<file path="src/rtl/ipf_pkg.sv">
// constants for the interrupt priority field register slice
package ipf_pkg;
	localparam int ADDR_W = 12;
	localparam int DATA_W = 32;
	localparam int REG_W = 16;
	localparam int PRIO_W = 3;
	localparam int NUM_SRC = 6;

	// register byte offsets
	localparam logic [ADDR_W-1:0] OFF_EXT2_TIMER5 = 12'h000;
	localparam logic [ADDR_W-1:0] OFF_CAPTURE3 = 12'h004;
	localparam logic [ADDR_W-1:0] OFF_PWM_EVENT = 12'h008;
	localparam logic [ADDR_W-1:0] OFF_FAULT_RTC = 12'h00C;

	// source indices
	localparam int SRC_EXT2 = 0;
	localparam int SRC_T5 = 1;
	localparam int SRC_CAP3 = 2;
	localparam int SRC_PWM = 3;
	localparam int SRC_FLTA = 4;
	localparam int SRC_RTC = 5;

	// field positions
	localparam int LSB_EXT2 = 4;
	localparam int LSB_T5 = 0;
	localparam int LSB_CAP3 = 4;
	localparam int LSB_PWM = 4;
	localparam int LSB_FLTA = 12;
	localparam int LSB_RTC = 8;

	localparam logic [ADDR_W-1:0] SRC_OFF [NUM_SRC] = '{
		OFF_EXT2_TIMER5, OFF_EXT2_TIMER5, OFF_CAPTURE3,
		OFF_PWM_EVENT, OFF_FAULT_RTC, OFF_FAULT_RTC};
	localparam int SRC_LSB [NUM_SRC] = '{
		LSB_EXT2, LSB_T5, LSB_CAP3, LSB_PWM, LSB_FLTA, LSB_RTC};

	// priority codes
	localparam logic [PRIO_W-1:0] PRIO_OFF = 3'h0;
	localparam logic [PRIO_W-1:0] PRIO_LOW = 3'h1;
	localparam logic [PRIO_W-1:0] PRIO_RESET = 3'h4;
	localparam logic [PRIO_W-1:0] PRIO_MAX = 3'h7;

	localparam logic [DATA_W-1:0] WORD_ZERO = 32'h0000_0000;
endpackage : ipf_pkg

</file>
<file path="src/rtl/ipf_field.sv">
// one 3-bit priority field register
`timescale 1ns/1ps
module ipf_field
	import ipf_pkg::*;
#(
	parameter bit IMPL = 1'b1
) (
	input wire logic pclk,
	input wire logic presetn,
	input wire logic wr_en,
	input wire logic [PRIO_W-1:0] wr_data,
	output logic [PRIO_W-1:0] value_q
);
	always_ff @(posedge pclk or negedge presetn) begin
		if (!presetn) begin
			value_q <= IMPL ? PRIO_RESET : PRIO_OFF;
		end else if (wr_en && IMPL) begin
			value_q <= wr_data;
		end
	end
endmodule : ipf_field

</file>
<file path="src/rtl/ipf_req_gate.sv">
// gates one source request by its priority level
`timescale 1ns/1ps
module ipf_req_gate
	import ipf_pkg::*;
(
	input wire logic pclk,
	input wire logic presetn,
	input wire logic src_req,
	input wire logic [PRIO_W-1:0] prio,
	output logic req_q,
	output logic [PRIO_W-1:0] level_q
);
	always_ff @(posedge pclk or negedge presetn) begin
		if (!presetn) begin
			req_q <= 1'b0;
		end else begin
			req_q <= src_req && (prio != PRIO_OFF);
		end
	end

	always_ff @(posedge pclk or negedge presetn) begin
		if (!presetn) begin
			level_q <= PRIO_RESET;
		end else begin
			level_q <= prio;
		end
	end
endmodule : ipf_req_gate

</file>
<file path="src/rtl/ipf_priority_regs.sv">
// apb register slice holding six interrupt priority fields
`timescale 1ns/1ps

// Overview of operation
// - each 3-bit field is a level; 111 is level 7, highest
// - code 001 is level 1, lowest active; others map binary
// - code 000 disables the source; it never requests
// - bits without a field read zero; writes there do nothing
// - pwm event priority sits in bits 6-4 of its register
// - capture 3 priority sits in bits 6-4 of its register
// - external interrupt 2 priority in bits 6-4; bit 3 unused
// - timer 5 priority in bits 2-0 only on larger variants
module ipf_priority_regs
	import ipf_pkg::*;
#(
	parameter bit LARGE_VARIANT = 1'b1,
	parameter int NSRC = NUM_SRC
) (
	input wire logic pclk,
	input wire logic presetn,
	input wire logic psel,
	input wire logic penable,
	input wire logic pwrite,
	input wire logic [ADDR_W-1:0] paddr,
	input wire logic [DATA_W-1:0] pwdata,
	output logic [DATA_W-1:0] prdata,
	output logic pready,
	output logic pslverr,
	input wire logic [NSRC-1:0] src_req,
	output logic [NSRC-1:0] core_req,
	output logic [PRIO_W-1:0] ext_int2_priority,
	output logic [PRIO_W-1:0] timer5_priority,
	output logic [PRIO_W-1:0] capture3_priority,
	output logic [PRIO_W-1:0] pwm_event_priority,
	output logic [PRIO_W-1:0] pwm_fault_a_priority,
	output logic [PRIO_W-1:0] rtc_priority
);
	// lane tables are sized by the package count
	if (NSRC != NUM_SRC) begin : g_bad_nsrc
		$error("NSRC must equal the number of priority fields");
	end

	logic pready_q;
	logic pslverr_q;
	logic [DATA_W-1:0] prdata_q;
	logic [DATA_W-1:0] prdata_d;
	logic mapped;
	logic setup;
	logic wr_commit;
	logic [NSRC-1:0] fld_wr;
	logic [PRIO_W-1:0] prio [NSRC];
	logic [PRIO_W-1:0] level [NSRC];
	logic [NSRC-1:0] req_q;

	assign setup = psel && !penable;
	assign wr_commit = psel && penable && pready_q && pwrite && !pslverr_q;

	assign mapped = (paddr == OFF_EXT2_TIMER5) ||
		(paddr == OFF_CAPTURE3) ||
		(paddr == OFF_PWM_EVENT) ||
		(paddr == OFF_FAULT_RTC);

	// one access cycle, answer prepared during setup
	always_ff @(posedge pclk or negedge presetn) begin
		if (!presetn) begin
			pready_q <= 1'b0;
		end else begin
			pready_q <= setup;
		end
	end

	always_ff @(posedge pclk or negedge presetn) begin
		if (!presetn) begin
			pslverr_q <= 1'b0;
		end else begin
			pslverr_q <= setup && !mapped;
		end
	end

	always_comb begin
		prdata_d = WORD_ZERO;
		for (int i = 0; i < NSRC; i++) begin
			if (paddr == SRC_OFF[i]) begin
				prdata_d[SRC_LSB[i] +: PRIO_W] = prio[i];
			end
		end
	end

	always_ff @(posedge pclk or negedge presetn) begin
		if (!presetn) begin
			prdata_q <= WORD_ZERO;
		end else if (setup && !pwrite) begin
			prdata_q <= prdata_d;
		end else begin
			prdata_q <= WORD_ZERO;
		end
	end

	assign prdata = prdata_q;
	assign pready = pready_q;
	assign pslverr = pslverr_q;

	genvar g;
	generate
		for (g = 0; g < NSRC; g++) begin : g_src
			assign fld_wr[g] = wr_commit && (paddr == SRC_OFF[g]);

			ipf_field #(
				.IMPL((g != SRC_T5) || LARGE_VARIANT)
			) u_field (
				.pclk(pclk),
				.presetn(presetn),
				.wr_en(fld_wr[g]),
				.wr_data(pwdata[SRC_LSB[g] +: PRIO_W]),
				.value_q(prio[g])
			);

			ipf_req_gate u_gate (
				.pclk(pclk),
				.presetn(presetn),
				.src_req(src_req[g]),
				.prio(prio[g]),
				.req_q(req_q[g]),
				.level_q(level[g])
			);
		end
	endgenerate

	assign core_req = req_q;
	assign ext_int2_priority = level[SRC_EXT2];
	assign timer5_priority = level[SRC_T5];
	assign capture3_priority = level[SRC_CAP3];
	assign pwm_event_priority = level[SRC_PWM];
	assign pwm_fault_a_priority = level[SRC_FLTA];
	assign rtc_priority = level[SRC_RTC];

	logic rd_ext;
	logic rd_cap;
	logic rd_pwm;
	logic rd_flt;
	assign rd_ext = setup && !pwrite && paddr == OFF_EXT2_TIMER5;
	assign rd_cap = setup && !pwrite && paddr == OFF_CAPTURE3;
	assign rd_pwm = setup && !pwrite && paddr == OFF_PWM_EVENT;
	assign rd_flt = setup && !pwrite && paddr == OFF_FAULT_RTC;
endmodule : ipf_priority_regs

</file>
<file path="config.mk">
export PLATFORM = sky130hd
export DESIGN_NAME = ipf_priority_regs
export DESIGN_NICKNAME = d
export VERILOG_FILES = /design/src/rtl/ipf_pkg.sv /design/src/rtl/ipf_field.sv /design/src/rtl/ipf_req_gate.sv /design/src/rtl/ipf_priority_regs.sv
export SDC_FILE = /design/constraint.sdc
export NUM_CORES = 1
export LEC_CHECK = 0
export BUFFER_PORTS_ARGS = -buffer_cell sky130_fd_sc_hd__clkbuf_2
export CAP_MARGIN = 10
export CORE_MARGIN = 8
export CORE_UTILIZATION = 45
export CTS_BUF_LIST = sky130_fd_sc_hd__clkbuf_8 sky130_fd_sc_hd__clkbuf_16
export CTS_CLUSTER_SIZE = 30
export DETAILED_ROUTE_END_ITERATION = 10
export PLACE_DENSITY = 0.76
export SLEW_MARGIN = 20
export SYNTH_ARGS = -nofsm -noshare
export SYNTH_HDL_FRONTEND = slang
export SYNTH_SLANG_ARGS = --single-unit
export TNS_END_PERCENT = 10
</file>
<file path="constraint.sdc">
create_clock -name pclk -period 1.65 [get_ports pclk]
set_input_delay 0.165 -clock pclk [delete_from_list [all_inputs] [get_ports pclk]]
set_output_delay 0.165 -clock pclk [all_outputs]
set_load 0.01 [all_outputs]
</file>
==> results by group, run 1 <==
Run status
  • Status: complete, no violations

Power
  • Leakage: 1.46 nW
  • Peak VDD IR: 0.000415 V
  • PD cells: 828 nW/µm²

Routing
  • Via density: 4.44
  • Wire length on met3: 258 µm
  • Routed wire length: 4460 µm
  • M1 WL: 1770 µm
  • First-pass DRT Iterations: 6
  • Top Metal Used: met4
  • Wire per inst: 14.7 µm
  • Metal2 WL: 2340 µm
  • Drc violations: 0
  • Remaining antenna violation count: 0
  • Initial DRC count: 27
  • Routed via count: 1350

CTS
  • Clock root buffer: clkbuf_8
  • Clock sink count: 56
  • Clk_lat worst skew: 0.30 ns
  • Num CTS Buffers: 5
  • H-tree levels: 2
  • Clock tree buffer depth: 2
  • CTS tree: yes
  • Reg clk slew, reported paths: 0.09 ns

GRT
  • Vias in the first global route: 1472
  • Initial antenna violation count: 0
  • Largest net degree at the start of global routing: 57
  • GR Util All Layers: 0.122
  • GRT overflow: 0
  • Global-route wire length before repair: 7080 µm

Finish
  • Area added between synthesis and finish: 22.3%
  • Area occupied by multi-input gates: 677 µm²
  • Share of layout cells above drive strength 1: 0.532
  • Register area: 1420 µm²
  • Fin nets: 291
  • Antenna diodes: 0
  • Filler cell count: 415
  • Most frequent cells in the layout: 72 x clkbuf_2, 44 x dfrtp_1, 20 x conb_1
  • Most common cell after layout, fill and taps aside: clkbuf_2
  • Design area: 2720 µm²

Die
  • Die Ht: 86.4 µm
  • Initial Util: 0.468
  • Row count: 25
  • I/O Pins: 113
  • Die Span X: 86.4 µm
  • Die area: 7460 µm²
  • Core area: 4750 µm²

Timing
  • Fin crit period: 1.54 ns
  • Setup-failing EPs final: 0
  • Post-route clock period utilization: 0.931
  • RSZ-0062 raised after global routing: no
  • TNS Setup: 0 ns
  • Hold Vio Cnt, Final: 0
  • Worst Slack Setup Final: 0.113 ns
  • Skew final: 0.00512 ns
  • F_max: 651 MHz
  • Slew Limit Fails: 0

Logic synthesis
  • Cell area after synthesis: 2230 µm²
  • Seq/Total Area, Yosys: 0.636
  • Syn avg cell area: 14.3 µm²
  • Syn Inst Count: 156
  • Synth Register Bits: 56
  • Synth warnings: 0
  • Library cells used by synthesis: 29

Setup path
  • CP arrival: 1.73 ns
  • Worst Setup End Kind: register
  • WP data required: 1.84 ns
  • Crit start category: register
  • CP max FO: 3
  • Critical path type: register to register
  • CP Cell Sequence: and3_1 > nand2_1 > nor4b_4 > mux2_4
  • Critical path's largest stage delay: 0.37 ns
  • Slowest CP cell: nor4b_4

Flow run
  • Max_cap viols: 0

Placed design
  • Port Buffers: 72
  • Placed Instance Area: 2600 µm²
  • DP HPWL: 3500 µm
  • Setup Slack @ Placement: -0.0466 ns
  • Routability Congestion: 0.771

Hold path
  • Hold Crit Class: input port to register
## cell type report
class                   instances  area share
well taps                      67      0.0308
clock inverters                 2     0.00367
inverters                       1     0.00138
repair buffers                 82       0.165
clock buffers                   6      0.0303
flip-flops and latches         56       0.520
multi-input cells              90       0.249
## metal layers
metal,vias to the layer above,global-route usage
li1,646,-
met1,649,0.132
met4,0,0.0610
met2,49,0.215
met3,6,0.0302
met5,-,0
## critical path: cells and delay by family, from the launching register on
kind	cells	cell delay [ns]
flip-flops	1	0.34
AND/OR/NAND/NOR	3	0.75
multiplexers	1	0.34
## kinds of logic (layout without fill, tap and decap cells)
logic type | after synthesis | after routing | synth area share
AO/OA/AOI/OAI | 9 | 9 | 0.0354
buffers and inverters | 29 | 91 | 0.0933
flip-flops | 56 | 56 | 0.636
multiplexers | 18 | 18 | 0.0961
other | 1 | 20 | 0.00168
AND/OR/NAND/NOR | 43 | 43 | 0.138
## state kept, by name, indices dropped and copies added (netlist names)
register and flops:
prdata 12, g_src.u_gate.level_q 18, g_src.u_gate.req_q 6, pready 1, g_src.u_field.value_q 18, pslverr 1
## worst paths after layout
| path | from | to | slack (ns) | cells past startpoint |
|---|---|---|---|---|
| setup / recovery | pready | g_src[2].u_field.value_q[1] | 0.11 | 4 |
| hold / removal | penable | pready | 0.05 | 2 |
| setup reg to reg | pready | g_src[2].u_field.value_q[1] | 0.11 | 4 |
| hold reg to reg | g_src[1].u_field.value_q[2] | g_src[1].u_gate.level_q[2] | 0.38 | 0 |
| max in group asynchronous | presetn | g_src[4].u_gate.level_q[2] | 0.97 | 3 |
| min in group asynchronous | presetn | g_src[0].u_gate.level_q[0] | 0.40 | 3 |
## power breakdown
part           total (mW)  switching (mW)  internal, mW  leakage [nW]
Sequential           1.38         0.00147          1.38         0.737
Combinational       0.143          0.0900        0.0528         0.673
Clock               0.735           0.400         0.335        0.0510
## Yosys cell counts
cell | n | area [µm²]
nand2_1 | 4 | 15.0
nor4_4 | 2 | 42.5
dfstp_2 | 12 | 315
and3_4 | 1 | 11.3
or3_1 | 1 | 6.26
nand3_1 | 1 | 5.00
nor4_1 | 1 | 6.26
and2_1 | 9 | 56.3
nor3_4 | 1 | 16.3
nand2b_1 | 2 | 12.5
buf_2 | 1 | 5.00
nand4_2 | 1 | 12.5
mux2_4 | 3 | 45.0
conb_1 | 1 | 3.75
dfrtp_1 | 44 | 1100
a221oi_1 | 1 | 8.76
o31a_1 | 6 | 52.6
inv_1 | 1 | 3.75
nor3b_1 | 1 | 7.51
buf_4 | 26 | 195
a2111oi_0 | 2 | 17.5
nand4_1 | 3 | 18.8
mux2_2 | 15 | 169
nor2_1 | 7 | 26.3
nor4b_4 | 1 | 23.8
nor2b_1 | 4 | 25.0
and3_1 | 1 | 6.26
clkbuf_1 | 1 | 3.75
nor3_1 | 3 | 15.0
## repair_timing
item,in CTS,in global routing
gates resized for setup,0,1
hold endpoints to repair,44,0
pin swaps,1,1
hold buffers,1,0
setup endpoints to repair,3,9
buffers inserted,0,2
## stage by stage
step	cells	power (mW)	util	hold WS, ns
floorplan	175	1.49	-	-0.131
global placement	293	1.54	0.548	0.184
detailed placement	293	1.54	0.548	0.184
CTS	302	2.27	0.569	0.0462
global route	304	2.34	0.573	0.0521
finish	304	2.26	0.573	0.0534
Note: power is estimated with default switching activity, not from simulation.
==> run 2: changes to the inputs <==
Settings changed: CORE_UTILIZATION 45 to 44, PLACE_DENSITY 0.76 to 0.75, SYNTH_HIERARCHICAL set to 1.
==> run 2 against run 1 <==
Net effect:
- synthesized area fell by 3.4%
- design area rose by 2.4%
- clock-buffer cell count fell by 1
- utilization rose by 1.8 points
- combinational power rose by 9%
- largest power group unchanged
- routed wire length rose by 4.9%
- register-to-register slack got worse by 0.06 ns
- first-iteration DRC count rose by 70%
- synthesized cell count fell by 7.1%
- critical path type is now input port to register
==> results by group, run 2 <==
GRT
  • Global-route wire length before repair: 7430 µm (was 7080 µm)
  • GR Util All Layers: 0.128 (was 0.122)
  • GRT overflow: 0 (unchanged)
  • Largest net degree at the start of global routing: 57 (unchanged)
  • Vias in the first global route: 1447 (was 1472)
  • Initial antenna violation count: 0 (unchanged)

Timing
  • Setup-failing EPs final: 0 (unchanged)
  • Slew Limit Fails: 0 (unchanged)
  • Post-route clock period utilization: 0.988 (was 0.931)
  • Fin Hold WS: 0.0581 ns (was 0.0534 ns)
  • Hold Vio Cnt, Final: 0 (unchanged)
  • Skew final: 0.0104 ns (was 0.00512 ns)
  • RSZ-0062 raised after global routing: yes (was no)
  • F_max: 613 MHz (was 651 MHz)
  • Fin crit period: 1.63 ns (was 1.54 ns)

Die
  • Initial Util: 0.455 (was 0.468)
  • I/O Pins: 113 (unchanged)
  • Die Span X: 85.9 µm (was 86.4 µm)
  • Die Ht: 85.9 µm (was 86.4 µm)
  • Core area: 4720 µm² (was 4750 µm²)
  • Die area: 7380 µm² (was 7460 µm²)
  • Row count: 25 (unchanged)

Finish
  • Most frequent cells in the layout: 72 x clkbuf_2, 44 x dfrtp_1, 20 x conb_1 (unchanged)
  • Area occupied by multi-input gates: 663 µm² (was 677 µm²)
  • Antenna diodes: 0 (unchanged)
  • Share of layout cells above drive strength 1: 0.563 (was 0.532)
  • Register area: 1420 µm² (unchanged)
  • Most common cell after layout, fill and taps aside: clkbuf_2 (unchanged)
  • Fin nets: 294 (was 291)
  • Area added between synthesis and finish: 29.7% (was 22.3%)
  • Filler cell count: 400 (was 415)

Logic synthesis
  • Synth warnings: 6 (was 0)
  • Post-synthesis mux area share: 0.0942 (was 0.0961)
  • Most frequent cell after synthesis: dfrtp_1 (unchanged)
  • Simple-gate area share of the yosys netlist: 0.129 (was 0.138)
  • Top_reg_cell synth: dfrtp_1 (unchanged)
  • Post-synth EDFFs: 0 (unchanged)
  • Seq/Total Area, Yosys: 0.659 (was 0.636)
  • Synth area leaders: dfrtp_1 51%, dfstp_2 15%, mux2_2 9.4%, buf_4 7.0%, o31a_1 2.9% (was dfrtp_1 49%, dfstp_2 14%, buf_4 8.8%, mux2_2 7.6%, and2_1 2.5%)
  • Post-Synth Adder-Cell Area: 0 (unchanged)
  • Top-area cell type share of the netlist area: 0.512 (was 0.494)
  • Synth top cells by count: 44 x dfrtp_1, 20 x buf_4, 18 x mux2_2 (was 44 x dfrtp_1, 26 x buf_4, 15 x mux2_2)
  • Synth Register Bits: 56 (unchanged)
  • Cell area after synthesis: 2150 µm² (was 2230 µm²)
  • Syn avg cell area: 14.8 µm² (was 14.3 µm²)
  • Complex-gate fraction of the synthesized area: 0.0425 (was 0.0354)
  • Post-synthesis xor/xnor area fraction: 0 (unchanged)
  • Library cells used by synthesis: 25 (was 29)
  • Largest family of logic cells by synthesized area: simple AND/OR/NAND/NOR gates (unchanged)
  • Asr flop ratio synth: 1.00 (unchanged)
  • Syn Inst Count: 145 (was 156)
  • Area leader, netlist: dfrtp_1 (unchanged)

Setup path
  • WP data required: 1.85 ns (was 1.84 ns)
  • Worst Setup End Kind: register (unchanged)
  • CP max FO: 6 (was 3)
  • Critical path type: input port to register (was register to register)
  • CP arrival: 1.83 ns (was 1.73 ns)
  • Crit start category: input port (was register)
  • Critical path's largest stage delay: 0.55 ns (was 0.37 ns)
  • R2R depth: 5 (was 4)
  • Crit path buf inv count: 2 (was 0)
  • Slowest CP cell: or4_4 (was nor4b_4)
  • CP Cell Sequence: clkbuf_2 > or4_4 > nor4_4 > nor4b_4 > buf_4 > mux2_2 (was and3_1 > nand2_1 > nor4b_4 > mux2_4)
  • CP Depth: 6 (was 4)
  • Crit-path leading delay family: simple AND/OR/NAND/NOR gates (unchanged)

CTS
  • Clock tree buffer depth: 2 (unchanged)
  • CTS tree: yes (unchanged)
  • Reg clk slew, reported paths: 0.10 ns (was 0.09 ns)
  • Clk_lat worst skew: 0.31 ns (was 0.30 ns)
  • Num CTS Buffers: 5 (unchanged)
  • Clock root buffer: clkbuf_8 (unchanged)
  • H-tree levels: 2 (unchanged)
  • Clock sink count: 56 (unchanged)

Hold path
  • Hold path depth: 2 (unchanged)
  • Hold Crit Class: input port to register (unchanged)

Placed design
  • Routability Congestion: 0.756 (was 0.771)
  • Port Buffers: 72 (unchanged)
  • DP HPWL: 3740 µm (was 3500 µm)

Flow run
  • Max_cap viols: 0 (unchanged)

Routing
  • Routed wire length: 4680 µm (was 4460 µm)
  • First-pass DRT Iterations: 4 (was 6)
  • Routed via count: 1409 (was 1350)
  • Initial DRC count: 46 (was 27)
  • Remaining antenna violation count: 0 (unchanged)
  • Via density: 4.59 (was 4.44)
  • Wire per inst: 15.2 µm (was 14.7 µm)
  • Drc violations: 0 (unchanged)

Run status
  • Status: complete, no violations (unchanged)

Power
  • PD cells: 869 nW/µm² (was 828 nW/µm²)
  • Leakage: 1.48 nW (was 1.46 nW)
  • Peak VDD IR: 0.000548 V (was 0.000415 V)
  • Overall power: 2.42 mW (was 2.26 mW)
run 2: area by class of cell:
cell class / instances / area share
clock buffers: 5 / 0.0247
clock inverters: 3 / 0.0170
flip-flops and latches: 56 / 0.508
repair buffers: 90 / 0.183
well taps: 67 / 0.0300
multi-input cells: 86 / 0.238
run 2: report_power, final:
| group | total (mW) | internal [mW] | leakage [nW] | switching, mW |
|---|---|---|---|---|
| Sequential | 1.38 | 1.38 | 0.737 | 0.00150 |
| Combinational | 0.156 | 0.0620 | 0.682 | 0.0942 |
| Clock | 0.890 | 0.457 | 0.0583 | 0.433 |
run 2: worst paths after layout:
check                                                 start                           to  slack (ns)
worst max-delay path                               paddr[6]  g_src[0].u_field/value_q[1]        0.02
worst min-delay path                             src_req[5]        g_src[5].u_gate/req_q        0.06
worst max register to register                       pready  g_src[0].u_field/value_q[1]        0.05
worst min register to register  g_src[4].u_field/value_q[2]   g_src[4].u_gate/level_q[2]        0.38
max in group asynchronous                           presetn   g_src[2].u_gate/level_q[2]        0.97
min in group asynchronous                           presetn                    prdata[2]        0.38
run 2: through the flow:
stage                     setup TNS, ns  worst slack [ns]  cell area, µm²  utilization  instances
after CTS                             0            0.0314            2780        0.589        307
after global placement            -2.00            -0.242            2660        0.562        298
after floorplan                   -1.84            -0.176            2230            -        164
final                                 0            0.0195            2790        0.591        307
after global routing            -0.0184           -0.0101            2790        0.591        307
after detailed placement          -3.03            -0.312            2660        0.562        298
run 2: cell families (layout without fill, tap and decap cells):
logic type,count (synthesis),in the layout
buffers and inverters,22,98
other,1,20
DFF,56,56
and+or+nand+nor,38,38
muxes,18,18
AOI/OAI and AO/OA,10,10
run 2: per-layer routing:
layer / up-vias / share of wire / global-route usage
li1: 667 / - / -
met5: - / 0 / 0
met1: 684 / 0.41 / 0.153
met2: 52 / 0.48 / 0.206
met3: 6 / 0.097 / 0.0525
met4: 0 / 0.011 / 0.0382
run 2: worst reg2reg max path, stage by stage (launching register included):
cell and delay (ns):
dfrtp_1 0.37, nand4_1 0.10, or2_4 0.29, nor4b_4 0.22, buf_4 0.19, mux2_2 0.34
run 2: timing repair:
| action | 4_1_cts | 5_1_grt |
|---|---|---|
| buffers inserted | 0 | 0 |
| endpoints found under the setup margin | 6 | 4 |
| hold endpoints to repair | 44 | 0 |
| pin swaps | 0 | 3 |
| resized for setup | 1 | 1 |
| hold buffers | 1 | 0 |
==> run 3: changes to the inputs <==
Settings changed: CORE_UTILIZATION 44 to 45, CTS_BUF_LIST sky130_fd_sc_hd__clkbuf_8 sky130_fd_sc_hd__clkbuf_16 to sky130_fd_sc_hd__clkbuf_4 sky130_fd_sc_hd__clkbuf_8, PLACE_DENSITY 0.75 to 0.77.
==> run 3 against run 2 <==
Net effect:
- maximum frequency increased by 0.89%
- die area decreased by 1.8%
- final cell count shrank 3.6%
- global-route usage grew 0.57 points
- critical path type unchanged
- critical endpoint is now g_src[1].u_field/value_q[1]
==> results by group, run 3 (same netlist as run 2, synthesis figures left out) <==
Run status
  • Status: complete, no violations (unchanged)

Timing
  • F_max: 619 MHz (was 613 MHz)
  • Worst Slack Setup Final: 0.0339 ns (was 0.0195 ns)
  • Fin crit period: 1.62 ns (was 1.63 ns)
  • Fin Hold WS: 0.0629 ns (was 0.0581 ns)
  • RSZ-0062 raised after global routing: no (was yes)
  • Slew Limit Fails: 0 (unchanged)
  • Skew final: 0.00221 ns (was 0.0104 ns)
  • Hold Vio Cnt, Final: 0 (unchanged)
  • Post-route clock period utilization: 0.979 (was 0.988)
  • Setup-failing EPs final: 0 (unchanged)
  • TNS Setup: 0 ns (unchanged)

CTS
  • Clock root buffer: clkbuf_8 (unchanged)
  • Reg clk slew, reported paths: 0.09 ns (was 0.10 ns)
  • H-tree levels: 2 (unchanged)
  • CTS tree: yes (unchanged)
  • Num CTS Buffers: 5 (unchanged)
  • Clock sink count: 56 (unchanged)
  • Clk_lat worst skew: 0.30 ns (was 0.31 ns)
  • Clock tree buffer depth: 2 (unchanged)

Setup path
  • RR Startpoint: pready (unchanged)
  • WP data required: 1.85 ns (about the same)
  • Crit-path leading delay family: simple AND/OR/NAND/NOR gates (unchanged)
  • Worst r2r dst: g_src[1].u_field/value_q[1] (was g_src[0].u_field/value_q[1])
  • CP Cell Sequence: clkbuf_2 > or4_4 > nor4_4 > nor4b_4 > buf_6 > mux2_2 (was clkbuf_2 > or4_4 > nor4_4 > nor4b_4 > buf_4 > mux2_2)
  • Slowest CP cell: or4_4 (unchanged)
  • Critical path type: input port to register (unchanged)
  • CP max FO: 6 (unchanged)
  • Worst Setup End Kind: register (unchanged)
  • CP arrival: 1.81 ns (was 1.83 ns)
  • Crit path buf inv count: 2 (unchanged)
  • Critical path's largest stage delay: 0.56 ns (was 0.55 ns)
  • Reg2reg setup slack: 0.06 ns (was 0.05 ns)
  • R2R depth: 5 (unchanged)
  • Crit start category: input port (unchanged)

GRT
  • GR Util All Layers: 0.134 (was 0.128)
  • Global-route wire length before repair: 7690 µm (was 7430 µm)
  • GRT overflow: 0 (unchanged)
  • Vias in the first global route: 1535 (was 1447)
  • Initial antenna violation count: 0 (unchanged)
  • Largest net degree at the start of global routing: 57 (unchanged)

Routing
  • Remaining antenna violation count: 0 (unchanged)
  • Wire per inst: 15.8 µm (was 15.2 µm)
  • Wire length on met3: 430 µm (was 455 µm)
  • Via density: 4.83 (was 4.59)
  • Initial DRC count: 35 (was 46)
  • Top Metal Used: met4 (unchanged)
  • First-pass DRT Iterations: 4 (unchanged)
  • Routed wire length: 4670 µm (was 4680 µm)
  • Drc violations: 0 (unchanged)
  • Metal2 WL: 2380 µm (was 2250 µm)
  • Routed via count: 1429 (was 1409)
  • M1 WL: 1800 µm (was 1920 µm)

Finish
  • Fin nets: 296 (was 294)
  • Antenna diodes: 0 (unchanged)
  • Share of layout cells above drive strength 1: 0.562 (was 0.563)
  • Filler cell count: 378 (was 400)
  • Most common cell after layout, fill and taps aside: clkbuf_2 (unchanged)
  • Area added between synthesis and finish: 29.7% (about the same)
  • Most frequent cells in the layout: 72 x clkbuf_2, 44 x dfrtp_1, 20 x conb_1 (unchanged)
  • Layout Cells excl Fill: 296 (was 307)

Die
  • I/O Pins: 113 (unchanged)
  • Initial Util: 0.461 (was 0.455)
  • Die Ht: 85.1 µm (was 85.9 µm)
  • Die area: 7250 µm² (was 7380 µm²)
  • Core area: 4660 µm² (was 4720 µm²)
  • Row count: 25 (unchanged)
  • Die Span X: 85.1 µm (was 85.9 µm)

Power
  • Logic gate share of total power: 0.065 (was 0.064)
  • Leakage: 1.49 nW (was 1.48 nW)
  • Sequential share of power: 0.569 (was 0.568)
  • Peak VDD IR: 0.000513 V (was 0.000548 V)
  • PD cells: 867 nW/µm² (was 869 nW/µm²)
  • Internal: 1.90 mW (was 1.89 mW)
  • Clock Power Share: 0.366 (was 0.367)
  • Sw Share: 0.216 (was 0.218)
  • Switching power: 524 µW (was 528 µW)
  • Overall power: 2.42 mW (about the same)

Flow run
  • Max_cap viols: 0 (unchanged)

Placed design
  • Inst Count DP: 286 (was 298)
  • Port Buffers: 72 (unchanged)
  • Routability Congestion: 0.769 (was 0.756)
  • DP HPWL: 3790 µm (was 3740 µm)
  • Setup Slack @ Placement: -0.304 ns (was -0.312 ns)

Hold path
  • Hold path start: src_req[3] (was src_req[5])
  • Min-Delay Endpoint: g_src[3].u_gate/req_q (was g_src[5].u_gate/req_q)
  • Hold Crit Class: input port to register (unchanged)
  • Hold path depth: 2 (unchanged)
[run 3: per-stage QoR]
step	utilization	cell area, µm²
floorplan	-	2230
global route	0.598	2790
finish	0.598	2790
detailed placement	0.568	2650
global placement	0.568	2650
CTS	0.595	2770
[run 3: power groups by stage]
stage          Clock (mW)  Combinational [mW]  Sequential [mW]
6_report            0.884               0.157             1.38
5_1_grt             0.966               0.176             1.38
4_1_cts             0.915               0.157             1.38
3_5_place_dp            0               0.154             1.40
3_3_place_gp            0               0.151             1.40
2_1_floorplan           0              0.0816             1.40
[run 3: area by class of cell]
class / count / area, µm² / area share
Clock buffer: 5 / 68.8 / 0.0247
Clock inverter: 3 / 46.3 / 0.0166
Multi-Input combinational cell: 86 / 661 / 0.237
Sequential cell: 56 / 1420 / 0.508
Tap cell: 54 / 67.6 / 0.0242
Timing Repair Buffer: 92 / 529 / 0.190
[run 3: worst max-delay path by stage]
stage / start / end / slack, ns / cells after the start
global placement: paddr[5] / g_src[1].u_field/value_q[0] / -0.24 / 6
global route: paddr[10] / g_src[1].u_field/value_q[1] / 0.01 / 6
CTS: paddr[5] / g_src[1].u_field/value_q[1] / 0.03 / 6
finish: paddr[10] / g_src[1].u_field/value_q[1] / 0.03 / 6
detailed placement: paddr[5] / g_src[1].u_field/value_q[1] / -0.30 / 6
floorplan: paddr[5] / g_src[0].u_field/value_q[0] / -0.18 / 4
[run 3: metal layers]
layer | vias up | GRT usage
li1 | 673 | -
met1 | 693 | 0.146
met2 | 58 | 0.228
met3 | 5 | 0.0579
met4 | 0 | 0.0437
met5 | - | 0
[run 3: timing repair]
item / 4_1_cts / 5_1_grt
hold buffers: 1 / 0
pin swaps: 0 / 2
buffers inserted: 0 / 1
resized for setup: 1 / 2
setup endpoints to repair: 4 / 4
endpoints found under the hold margin: 44 / 0
